$ cat src/inc/boot_sleep_map.vh
`ifndef BOOT_SLEEP_MAP_VH
`define BOOT_SLEEP_MAP_VH

// clock and timing
`define CLK_HZ 25000000
`define BOOT_TIME_US 3000
`define PLL_SETTLE_US 200
`define RESET_MIN_REF_CYCLES 16
`define REF_CLK_HZ 12000000

// boot modes from strap bits {31,30}
`define MODE_PARALLEL 2'b00
`define MODE_FAST_SERIAL 2'b01
`define MODE_SPI_SLAVE 2'b10
`define MODE_STANDALONE 2'b11

// register addresses
`define ADDR_CPU_SPEED 16'hC008
`define ADDR_POWER_CTRL 16'hC00A
`define ADDR_OTG_CTRL 16'hC098
`define ADDR_USB_RST_A 16'hC090
`define ADDR_USB_RST_B 16'hC0B0

// power control fields
`define PWR_SLEEP_BIT 1

// reset vector and boot entry
`define RESET_VECTOR 16'hFF00
`define BOOT_ENTRY 16'hE000

// defaults
`define CPU_SPEED_DEFAULT 4'h0
`define WAKE_EN_DEFAULT 8'h00

// wake source indices
`define WK_USB_RESUME 0
`define WK_OTG_VBUS 1
`define WK_OTG_ID 2
`define WK_PARALLEL 3
`define WK_FAST_SERIAL 4
`define WK_SPI 5
`define WK_IRQ_ONE 6
`define WK_IRQ_ZERO 7
`define WAKE_SOURCES 8

`endif

$ cat src/design/pin_sync.v
`timescale 1ns/1ps
`default_nettype none
// two-stage synchroniser for a bus of pins
module pin_sync #(
  parameter WIDTH = 1
) (
  input wire clk,
  input wire sys_rst,
  input wire [WIDTH-1:0] async_in,
  output reg [WIDTH-1:0] sync_out
);
  reg [WIDTH-1:0] meta_reg;

  always @(posedge clk)
  begin
    if (sys_rst)
    begin
      meta_reg <= {WIDTH{1'b0}};
      sync_out <= {WIDTH{1'b0}};
    end
    else
    begin
      meta_reg <= async_in;
      sync_out <= meta_reg;
    end
  end
endmodule
`default_nettype wire

$ cat src/design/cycle_timer.v
`timescale 1ns/1ps
`default_nettype none
// loadable down counter, done pulses once when the count is one or less
module cycle_timer #(
  parameter WIDTH = 17
) (
  input wire clk,
  input wire sys_rst,
  input wire start,
  input wire [WIDTH-1:0] load_value,
  output reg done,
  output wire busy
);
  reg [WIDTH-1:0] count_reg;
  reg run_reg;

  assign busy = run_reg;

  always @(posedge clk)
  begin
    if (sys_rst)
    begin
      count_reg <= {WIDTH{1'b0}};
      run_reg <= 1'b0;
      done <= 1'b0;
    end
    else
    begin
      done <= 1'b0;
      if (start)
      begin
        count_reg <= load_value;
        run_reg <= 1'b1;
      end
      else if (run_reg)
      begin
        if (count_reg <= {{(WIDTH-1){1'b0}}, 1'b1})
        begin
          run_reg <= 1'b0;
          done <= 1'b1;
        end
        else
          count_reg <= count_reg - {{(WIDTH-1){1'b0}}, 1'b1};
      end
    end
  end
endmodule
`default_nettype wire

$ cat src/design/boot_sleep_reset_control.v
// What this block does
// - sample clock strap after reset, need high
// - boot mode from straps at reset release
// - decode straps: parallel, serial, spi, standalone
// - boot runs 3 ms, then straps freed
// - coprocessor: one interface enabled, idle waiting
// - standalone: eeprom outputs, debug uart, role input
// - role input high peripheral, low host
// - other usb ports peripheral, others inputs
// - cpu speed register slows cpu only
// - sleep entered on power control bit 1
// - asleep: gpio kept, memory address low
// - asleep: crystal, pll, booster, transceivers off
// - charge pump off before sleep is left to software; sleep keeps charge_pump_en
// - enabled wake sources end sleep
// - resume execution within 200 us
// - reset defaults, then vector after 200 us
// - usb reset touches only two registers
// - waking host read returns dummy data
`include "boot_sleep_map.vh"
`timescale 1ns/1ps
`default_nettype none
module boot_sleep_reset_control #(
  parameter BOOT_CYCLES = ((`CLK_HZ / 1000) * `BOOT_TIME_US) / 1000,
  parameter SETTLE_CYCLES = ((`CLK_HZ / 1000) * `PLL_SETTLE_US) / 1000,
  parameter RESET_MIN_CYCLES = (`RESET_MIN_REF_CYCLES * `CLK_HZ + `REF_CLK_HZ - 1) / `REF_CLK_HZ,
  parameter TW = 17
) (
  input wire clk,
  input wire sys_rst,
  input wire chip_reset_low_pin,
  input wire clock_source_strap,
  input wire [1:0] boot_strap_pins,
  input wire otg_role_id_input,
  input wire otg_bus_supply,
  input wire usb_resume_signal,
  input wire external_irq_line_zero,
  input wire external_irq_line_one,
  input wire host_read_strobe,
  input wire usb_bus_reset,
  input wire reg_write,
  input wire [15:0] reg_addr,
  input wire [15:0] reg_wdata,
  input wire [7:0] wake_enable,
  input wire [15:0] host_read_data,
  output reg [15:0] host_rdata,
  output reg host_rdata_valid,
  output reg [1:0] boot_mode,
  output reg clock_ok,
  output reg boot_busy,
  output reg host_load_allowed,
  output reg parallel_port_en,
  output reg fast_serial_port_en,
  output reg spi_slave_en,
  output reg standalone_mode,
  output reg [1:0] strap_pin_oe,
  output reg debug_uart_en,
  output reg first_otg_usb_port_is_host,
  output reg other_usb_ports_peripheral,
  output reg [3:0] cpu_speed,
  output reg sleep_active,
  output reg mem_addr_force_low,
  output reg crystal_drive_en,
  output reg pll_en,
  output reg booster_en,
  output reg usb_xcvr_en,
  output reg charge_pump_en,
  output reg cpu_run,
  output reg [15:0] cpu_start_addr,
  output reg cpu_start_pulse,
  output reg [15:0] usb_reg_a,
  output reg [15:0] usb_reg_b
);
  localparam ST_RESET = 3'd0;
  localparam ST_SETTLE = 3'd1;
  localparam ST_VECTOR = 3'd2;
  localparam ST_RUN = 3'd3;
  localparam ST_SLEEP = 3'd4;
  localparam ST_WAKE = 3'd5;

  wire [6:0] pins_sync;
  wire rst_pin_low;
  wire strap_s;
  wire [1:0] boot_s;
  wire id_s;
  wire vbus_s;
  wire resume_s;
  wire external_irq_line_zero_s;
  wire external_irq_line_one_s;
  wire [2:0] slow_sync;
  wire hread_s;

  pin_sync #(.WIDTH(7)) u_sync_a (
    .clk(clk),
    .sys_rst(sys_rst),
    .async_in({chip_reset_low_pin, clock_source_strap, boot_strap_pins, otg_role_id_input,
      otg_bus_supply, usb_resume_signal}),
    .sync_out(pins_sync)
  );
  pin_sync #(.WIDTH(3)) u_sync_b (
    .clk(clk),
    .sys_rst(sys_rst),
    .async_in({external_irq_line_zero, external_irq_line_one, host_read_strobe}),
    .sync_out(slow_sync)
  );

  assign rst_pin_low = ~pins_sync[6];
  assign strap_s = pins_sync[5];
  assign boot_s = pins_sync[4:3];
  assign id_s = pins_sync[2];
  assign vbus_s = pins_sync[1];
  assign resume_s = pins_sync[0];
  assign external_irq_line_zero_s = slow_sync[2];
  assign external_irq_line_one_s = slow_sync[1];
  assign hread_s = slow_sync[0];

  reg [2:0] state_reg;
  reg [2:0] state_next;
  reg rst_low_d_reg;
  reg [7:0] low_count_reg;
  reg chip_in_reset_reg;
  reg id_d_reg;
  reg external_irq_line_zero_d_reg;
  reg external_irq_line_one_d_reg;
  reg hread_d_reg;
  reg [7:0] wake_event;

  wire boot_done;
  wire boot_running;
  wire settle_done;
  wire settle_running;
  wire rst_release;
  wire pin_reset_ok;
  wire hread_rise;
  wire wake_hit;
  reg settle_start;

  // reset pin qualified only after min low pulse
  assign pin_reset_ok = low_count_reg >= RESET_MIN_CYCLES[7:0];
  // release counts only after a qualified low pulse
  assign rst_release = rst_low_d_reg & ~rst_pin_low & pin_reset_ok;
  assign hread_rise = hread_s & ~hread_d_reg;

  always @(posedge clk)
  begin
    if (sys_rst)
    begin
      rst_low_d_reg <= 1'b0;
      low_count_reg <= 8'h00;
      chip_in_reset_reg <= 1'b1;
    end
    else
    begin
      rst_low_d_reg <= rst_pin_low;
      if (rst_pin_low)
      begin
        if (low_count_reg != 8'hFF)
          low_count_reg <= low_count_reg + 8'h01;
        if (pin_reset_ok)
          chip_in_reset_reg <= 1'b1;
      end
      else
      begin
        low_count_reg <= 8'h00;
        if (rst_release)
          chip_in_reset_reg <= 1'b0;
      end
    end
  end

  wire chip_rst = sys_rst | (rst_pin_low & pin_reset_ok);

  cycle_timer #(.WIDTH(TW)) u_boot_timer (
    .clk(clk),
    .sys_rst(chip_rst),
    .start(rst_release),
    .load_value(BOOT_CYCLES[TW-1:0]),
    .done(boot_done),
    .busy(boot_running)
  );
  cycle_timer #(.WIDTH(TW)) u_settle_timer (
    .clk(clk),
    .sys_rst(chip_rst),
    .start(settle_start),
    .load_value(SETTLE_CYCLES[TW-1:0]),
    .done(settle_done),
    .busy(settle_running)
  );

  // wake event detection
  always @*
  begin
    wake_event = 8'h00;
    wake_event[`WK_USB_RESUME] = resume_s;
    wake_event[`WK_OTG_VBUS] = vbus_s;
    wake_event[`WK_OTG_ID] = id_s ^ id_d_reg;
    wake_event[`WK_PARALLEL] = hread_rise & (boot_mode == `MODE_PARALLEL);
    wake_event[`WK_FAST_SERIAL] = hread_rise & (boot_mode == `MODE_FAST_SERIAL);
    wake_event[`WK_SPI] = hread_rise & (boot_mode == `MODE_SPI_SLAVE);
    wake_event[`WK_IRQ_ONE] = external_irq_line_one_s ^ external_irq_line_one_d_reg;
    wake_event[`WK_IRQ_ZERO] = external_irq_line_zero_s ^ external_irq_line_zero_d_reg;
  end
  assign wake_hit = |(wake_event & wake_enable);

  wire sleep_req = reg_write & (reg_addr == `ADDR_POWER_CTRL) & reg_wdata[`PWR_SLEEP_BIT];

  always @*
  begin
    state_next = state_reg;
    settle_start = 1'b0;
    case (state_reg)
      ST_RESET:
      begin
        if (rst_release)
        begin
          state_next = ST_SETTLE;
          settle_start = 1'b1;
        end
      end
      ST_SETTLE:
      begin
        if (settle_done)
          state_next = ST_VECTOR;
      end
      ST_VECTOR:
        state_next = ST_RUN;
      ST_RUN:
      begin
        if (sleep_req)
          state_next = ST_SLEEP;
      end
      ST_SLEEP:
      begin
        if (wake_hit)
        begin
          state_next = ST_WAKE;
          settle_start = 1'b1;
        end
      end
      ST_WAKE:
      begin
        if (settle_done)
          state_next = ST_RUN;
      end
      default:
        state_next = ST_RESET;
    endcase
  end

  always @(posedge clk)
  begin
    if (chip_rst)
    begin
      state_reg <= ST_RESET;
      id_d_reg <= id_s;
      external_irq_line_zero_d_reg <= external_irq_line_zero_s;
      external_irq_line_one_d_reg <= external_irq_line_one_s;
      hread_d_reg <= hread_s;
      boot_mode <= `MODE_PARALLEL;
      clock_ok <= 1'b0;
      boot_busy <= 1'b0;
      host_load_allowed <= 1'b0;
      cpu_speed <= `CPU_SPEED_DEFAULT;
      charge_pump_en <= 1'b0;
      cpu_start_addr <= `RESET_VECTOR;
      cpu_start_pulse <= 1'b0;
      usb_reg_a <= 16'h0000;
      usb_reg_b <= 16'h0000;
      host_rdata <= 16'h0000;
      host_rdata_valid <= 1'b0;
    end
    else
    begin
      state_reg <= state_next;
      id_d_reg <= id_s;
      external_irq_line_zero_d_reg <= external_irq_line_zero_s;
      external_irq_line_one_d_reg <= external_irq_line_one_s;
      hread_d_reg <= hread_s;
      cpu_start_pulse <= 1'b0;
      host_rdata_valid <= 1'b0;
      if (rst_release)
      begin
        boot_mode <= boot_s;
        clock_ok <= strap_s;
        boot_busy <= 1'b1;
      end
      if (boot_done)
      begin
        boot_busy <= 1'b0;
        host_load_allowed <= 1'b1;
      end
      if (state_reg == ST_VECTOR)
      begin
        cpu_start_addr <= `RESET_VECTOR;
        cpu_start_pulse <= 1'b1;
      end
      else if (cpu_start_pulse)
        cpu_start_addr <= `BOOT_ENTRY;
      if (reg_write & (state_reg == ST_RUN))
      begin
        case (reg_addr)
          `ADDR_CPU_SPEED: cpu_speed <= reg_wdata[3:0];
          `ADDR_OTG_CTRL: charge_pump_en <= reg_wdata[0];
          `ADDR_USB_RST_A: usb_reg_a <= reg_wdata;
          `ADDR_USB_RST_B: usb_reg_b <= reg_wdata;
          default: cpu_speed <= cpu_speed;
        endcase
      end
      if (usb_bus_reset)
      begin
        usb_reg_a <= 16'h0000;
        usb_reg_b <= 16'h0000;
      end
      if (hread_rise)
      begin
        host_rdata_valid <= 1'b1;
        host_rdata <= (state_reg == ST_SLEEP) ? 16'h0000 : host_read_data;
      end
    end
  end

  // pin roles and power gating
  always @*
  begin
    standalone_mode = (boot_mode == `MODE_STANDALONE) & ~boot_busy & ~chip_in_reset_reg;
    parallel_port_en = (boot_mode == `MODE_PARALLEL) & ~chip_in_reset_reg;
    fast_serial_port_en = (boot_mode == `MODE_FAST_SERIAL) & ~chip_in_reset_reg;
    spi_slave_en = (boot_mode == `MODE_SPI_SLAVE) & ~chip_in_reset_reg;
    strap_pin_oe = standalone_mode ? 2'b11 : 2'b00;
    debug_uart_en = standalone_mode;
    first_otg_usb_port_is_host = standalone_mode & ~id_s;
    other_usb_ports_peripheral = standalone_mode;
    sleep_active = (state_reg == ST_SLEEP);
    mem_addr_force_low = sleep_active;
    crystal_drive_en = ~sleep_active;
    pll_en = ~sleep_active;
    booster_en = ~sleep_active;
    usb_xcvr_en = ~sleep_active;
    cpu_run = (state_reg == ST_RUN);
  end
endmodule
`default_nettype wire

$ cat config.mk
export PLATFORM = sky130hd
export DESIGN_NAME = boot_sleep_reset_control
export DESIGN_NICKNAME = d
export VERILOG_FILES = /design/src/design/pin_sync.v /design/src/design/cycle_timer.v /design/src/design/boot_sleep_reset_control.v
export VERILOG_INCLUDE_DIRS = /design/src /design/src/inc
export SDC_FILE = /design/constraint.sdc
export NUM_CORES = 1
export LEC_CHECK = 0
export BUFFER_PORTS_ARGS = -buffer_cell sky130_fd_sc_hd__buf_4
export CORE_UTILIZATION = 35
export DETAILED_ROUTE_END_ITERATION = 7
export PLACE_DENSITY = 0.67
export SLEW_MARGIN = 20
export SYNTH_ARGS = -nofsm -noshare
export SYNTH_HDL_FRONTEND = slang
export SYNTH_HIERARCHICAL = 1
export SYNTH_SLANG_ARGS = --single-unit
$ cat constraint.sdc
create_clock -name clk -period 2.3 [get_ports clk]
set_input_delay 0.115 -clock clk [delete_from_list [all_inputs] [get_ports clk]]
set_output_delay 0.115 -clock clk [all_outputs]
set_load 0.01 [all_outputs]
==> flow_summary.json, run 1 <==
{
  "synthArstFlopShare": 0,
  "vias": 5233,
  "cts.clk_slew.worst_paths_ns": 0.06,
  "yosysWarningCount": 6,
  "core-area_um2": 16800,
  "drt_wl_total_mm": 14.8,
  "start_util": 0.362,
  "first_global_vias": 4929,
  "tns_ns": 0,
  "dr.pass1.iters": 5,
  "fp.dieH_um": 134,
  "clockBufferDepth": 2,
  "cts.sinks": 136,
  "antenna_found_initial": 0,
  "hold_class": "in2reg",
  "ir_drop_uv": 594,
  "mostFrequentLayoutCells": "171 x buf_4, 136 x dfxtp_1, 88 x nor2_1",
  "place_ws_ns": 0.145,
  "period_minus_slack_ns": 2.10,
  "cts_tree": "yes",
  "hold_violations": 0,
  "grt_overflow": 0,
  "synth_seq_cells": 136,
  "rrSetupSlack_ns": 0.20,
  "cts_buffers": 17,
  "area_growth_pct": 41.2,
  "p_total_mw": 6.89,
  "syn-instance-count": 656,
  "drc": 0,
  "drt_iter0_markers": 282,
  "rows": 47,
  "p_per_area_nw_per_um2": 804,
  "synth_flop_cell": "dfxtp_1",
  "ys_seq_area_frac": 0.448,
  "place_congestion": 0.795,
  "r2r_start": "boot_mode[1]",
  "crit_type": "reg2reg",
  "worstPathRequired_ns": 2.63,
  "worstSkewPairLatency_ns": 0.42,
  "crit_end": "u_settle_timer/count_reg[5]",
  "postRouteAntennaNets": 0,
  "min_period_over_period": 0.912,
  "grt_use_total": 0.167,
  "crit_path_start_kind": "flip-flop",
  "pwr-share-clk": 0.405,
  "synth-edff-count": 0,
  "grt_max_degree": 35,
  "cp-startpoint": "boot_mode[1]",
  "n_antenna_cell": 0,
  "die_area_um2": 17900,
  "grt_setup_unrepaired": "false",
  "switching_power_mw": 1.96,
  "syn-cell-area_um2": 6070,
  "mostFrequentLayoutCell": "buf_4",
  "path_max_fanout": 11,
  "clock_skew_ns": 0.00911,
  "finalWorstSetupSlack_ns": 0.203,
  "postSynthAreaPerCell_um2": 9.26,
  "post_cts_buffers": 0,
  "intPower_mw": 4.93,
  "combPwrFrac": 0.213,
  "post_drt_wl_per_cell_um": 13.3,
  "drive_gt1_frac": 0.273,
  "layoutNonFillerInstCount": 1113,
  "swShare": 0.285,
  "worstMarginPinSlew_ns": 0.532,
  "status": "finished clean",
  "timing.rr.end": "u_settle_timer/count_reg[5]",
  "die_x_um": 134,
  "power_leakage_nw": 3.62,
  "fmax_ghz": 0.477,
  "dp_cells": 1039,
  "layout.nets": 956,
  "arrival_ns": 2.42,
  "grt_pass1_wl_mm": 23.9,
  "cts_max_level": 4,
  "port_buffers": 150,
  "post-dp-hpwl_mm": 10.1,
  "holdWs_ns": 0.0543,
  "cts_root_buf": "clkbuf_16",
  "setup_violations": 0,
  "pin_count": 162,
  "rr_worst_depth": 8,
  "slew-limit-headroom": 0.642,
  "cap_violations": 0,
  "slew_violations": 0,
  "cp-end-kind": "flip-flop",
  "synth.distinct_cells": 64,
  "p_seq_frac": 0.382,
  "viasPerCell": 4.70
}
==> power by group through the flow <==
stage                     clock network (mW)  registers [mW]  logic (mW)
after global placement                     0            2.67        1.36
final                                   2.79            2.63        1.47
after detailed placement                   0            2.67        1.37
after floorplan                            0            2.65       0.919
after global routing                    2.96            2.65        1.63
after CTS                               2.86            2.63        1.43
==> through the flow <==
step | util | instance area (um2)
after floorplan | - | 6230
after global placement | 0.449 | 7520
after detailed placement | 0.449 | 7520
after CTS | 0.510 | 8560
after global routing | 0.512 | 8570
final | 0.512 | 8570
==> routing by layer <==
metal,vias to the layer above,global-route usage,part of all wire
met2,132,0.283,0.48
met1,2407,0.205,0.46
met5,-,0,0
li1,2679,-,-
met3,15,0.0388,0.048
met4,0,0.0650,0.012
==> how the worst min path moves through the flow <==
stage	startpoint	end	slack [ns]	cells past startpoint
6_report	sys_rst	u_sync_a/meta_reg[3]	0.05	2
4_1_cts	sys_rst	u_sync_a/meta_reg[5]	0.05	2
5_1_grt	sys_rst	u_sync_a/meta_reg[5]	0.06	2
2_1_floorplan	sys_rst	u_sync_a/meta_reg[0]	0.19	1
3_5_place_dp	host_read_strobe	u_sync_b/meta_reg[0]	0.33	2
3_3_place_gp	external_irq_line_one	u_sync_b/meta_reg[1]	0.32	2
==> repair_timing <==
item / 4_1_cts / 5_1_grt
endpoints found under the hold margin: 63 / 0
endpoints found under the setup margin: 0 / 13
hold buffers: 42 / 0
gates resized for setup: 0 / 4
==> Yosys cell counts, types with 4 or more instances <==
cell type	n	area share
a31oi_1	8	0.0082
a21oi_1	36	0.030
buf_4	23	0.028
nor4b_1	6	0.0087
nand2b_1	6	0.0062
a211oi_1	20	0.025
and4_1	4	0.0058
o31ai_1	4	0.0049
a311oi_1	4	0.0058
nor4_1	9	0.0093
ha_1	6	0.012
nor3_1	12	0.0099
mux2i_1	41	0.068
nor2b_2	10	0.014
nand2_1	42	0.026
nor2b_1	11	0.011
nand4_1	5	0.0052
xor2_1	14	0.020
inv_1	20	0.012
or4_1	4	0.0049
nor2_1	88	0.054
a221oi_1	4	0.0058
clkbuf_1	24	0.015
dfxtp_1	136	0.45
o21ai_0	8	0.0066
a21boi_0	4	0.0049
nand3_1	22	0.018
xnor2_1	17	0.025
==> worst max-delay path, stage by stage (launching register included) <==
cell and delay, ns:
dfxtp_1 0.47, nor2b_1 0.08, a211oi_1 0.30, o211ai_1 0.21, a22o_2 0.39, inv_1 0.09
buf_4 0.17, nor2_1 0.06, a211oi_1 0.22
==> cells by family (layout without fill, tap and decap cells) <==
kind of cell / Yosys count / after routing / share of synthesized area
XOR/XNOR: 31 / 31 / 0.0447
flip-flops: 136 / 136 / 0.448
other: 2 / 45 / 0.00124
AND/OR/NAND/NOR: 253 / 253 / 0.228
multiplexers: 41 / 41 / 0.0676
AO/OA/AOI/OAI: 111 / 111 / 0.129
buffers and inverters: 76 / 270 / 0.0682
adder cells (fa/ha/maj): 6 / 6 / 0.0124
==> area by class of cell <==
cell class / count / area, um2
Clock buffer: 19 / 443
Clock inverter: 13 / 171
Fill cell: 1525 / 8190
Inverter: 22 / 85.1
Multi-Input combinational cell: 487 / 3110
Sequential cell: 136 / 2720
Tap cell: 220 / 275
Timing Repair Buffer: 216 / 1760
Note: power is estimated with default switching activity, not from simulation.
==> run 2, diff against run 1 <==
==> constraint.sdc (replaced) <==
create_clock -name clk -period 2.3 [get_ports clk]
set_input_delay 0.23 -clock clk [delete_from_list [all_inputs] [get_ports clk]]
set_output_delay 0.23 -clock clk [all_outputs]
set_load 0.01 [all_outputs]
==> run 2 against run 1 <==
Sequential power barely moved. Sequential share of layout area up 1.8 points. Via count fell by 3.4%. Sequential cell count unchanged. Cell area down 5.4%. Clock power decreased by 5%.
==> flow_summary.json, run 2 (same netlist as run 1, synthesis figures left out) <==
{
  "drive_gt1_frac": 0.286,
  "hold_path_depth": 2,
  "dr.pass1.iters": 4,
  "rows": 47,
  "cts_tree": "yes",
  "p_total_mw": 6.67,
  "met1_usage": 0.209,
  "power_leakage_nw": 3.42,
  "start_util": 0.362,
  "postRouteAntennaNets": 0,
  "core-area_um2": 16800,
  "cp_slowest_cell": "nor4b_1",
  "worstMarginPinSlew_ns": 0.628,
  "r2r_start": "boot_mode[1]",
  "top_usage_layer": "met2",
  "slew-limit-headroom": 0.576,
  "grt_use_total": 0.166,
  "drt_iter0_markers": 295,
  "cts.sinks": 136,
  "status": "finished clean",
  "mostFrequentLayoutCells": "171 x buf_4, 136 x dfxtp_1, 88 x nor2_1",
  "layout.area.seq_um2": 2720,
  "cpMostUsedCell": "buf_4",
  "hold_buffers": 0,
  "grt_overflow": 0,
  "cts.clk_slew.worst_paths_ns": 0.06,
  "area_growth_pct": 33.6,
  "grtUsageMet2": 0.269,
  "grt_max_degree": 33,
  "crit_path_start_kind": "flip-flop",
  "post_drt_wl_per_cell_um": 13.2,
  "antenna_found_initial": 0,
  "timing.rr.end": "u_settle_timer/count_reg[13]",
  "port_buffers": 150,
  "mostFrequentLayoutCell": "buf_4",
  "crit_path_cell_trace": "inv_1, nor4b_1, buf_4, buf_4",
  "layout.nets": 914,
  "period_minus_slack_ns": 2.11,
  "grt_pass1_wl_mm": 23.5,
  "path_max_fanout": 5,
  "rrSetupSlack_ns": 0.20,
  "fmax_ghz": 0.473,
  "p_per_area_nw_per_um2": 821,
  "hold_end": "u_sync_a/meta_reg[6]",
  "cap_violations": 0,
  "cts_max_level": 4,
  "cp-end-kind": "output port",
  "fp.dieH_um": 134,
  "die_x_um": 134,
  "viasPerCell": 4.72,
  "first_global_vias": 4719,
  "arrival_ns": 1.88,
  "worstPathRequired_ns": 2.07,
  "hold_class": "in2reg",
  "clockBufferDepth": 2,
  "place_congestion": 0.811,
  "n_antenna_cell": 0,
  "post-dp-hpwl_mm": 10.2,
  "crit_type": "reg2out",
  "rr_worst_depth": 8,
  "clock_skew_ns": 0.00686,
  "multiInputGateArea_um2": 3110,
  "slew_violations": 0,
  "cts_buffers": 17,
  "setup_violations": 0,
  "cts_root_buf": "clkbuf_16",
  "fillers": 1626,
  "min_period_over_period": 0.919,
  "pin_count": 162,
  "min_from": "chip_reset_low_pin",
  "drt_wl_total_mm": 14.2,
  "vias": 5057,
  "max_stage_delay_ns": 0.60,
  "ir_drop_uv": 577,
  "drc": 0,
  "hold_violations": 0,
  "grt_setup_unrepaired": "false",
  "die_area_um2": 17900,
  "worstSkewPairLatency_ns": 0.42,
  "tns_ns": 0,
  "use_met3": 0.0479
}
run 2: repair_timing:
item,4_1_cts,5_1_grt
resized for setup,0,2
buffers inserted,0,0
endpoints found under the setup margin,0,13
run 2: worst max-delay path, delay by kind of cell (launching register included):
kind	cells	cell delay (ns)
flops	1	0.39
buf+inv	3	0.48
simple gates	1	0.60
run 2: power breakdown:
group	internal [mW]	switching [mW]	leakage [nW]
registers	2.49	0.143	1.10
logic	0.656	0.737	2.05
clock network	1.60	1.04	0.265
run 2: routing by layer:
layer,vias up,part of all wire
met4,0,0.016
li1,2596,-
met5,-,0
met2,134,0.46
met1,2309,0.47
met3,18,0.054
run 2: cell type report:
| cell class | instances | area share |
|---|---|---|
| multi-input cells | 487 | 0.383 |
| flip-flops and latches | 136 | 0.335 |
| repair buffers | 174 | 0.166 |
| clock buffers | 18 | 0.0529 |
| well taps | 220 | 0.0339 |
| clock inverters | 14 | 0.0185 |
| inverters | 22 | 0.0102 |
run 2: metrics by stage:
stage / hold WS (ns) / utilization / cells / setup slack (ns) / cell area (um2)
global placement: 0.352 / 0.449 / 1039 / 0.181 / 7520
finish: 0.0201 / 0.484 / 1071 / 0.186 / 8120
floorplan: 0.302 / - / 699 / 0.0646 / 6230
global route: 0.00603 / 0.484 / 1071 / 0.0203 / 8120
CTS: 0.000991 / 0.483 / 1071 / 0.128 / 8100
detailed placement: 0.362 / 0.449 / 1039 / 0.115 / 7520
run 2: how the worst max path moves through the flow:
stage                                           start                      endpoint  slack, ns  depth (start not counted)
after detailed placement  u_settle_timer/count_reg[9]  u_settle_timer/count_reg[15]       0.12                          6
final                                    boot_mode[0]    other_usb_ports_peripheral       0.19                          4
after global placement    u_settle_timer/count_reg[9]  u_settle_timer/count_reg[15]       0.18                          6
after CTS                 u_settle_timer/count_reg[9]  u_settle_timer/count_reg[15]       0.13                          6
after global routing        u_boot_timer/count_reg[8]    u_boot_timer/count_reg[14]       0.02                          6
after floorplan                      low_count_reg[0]   u_settle_timer/count_reg[0]       0.06                         10
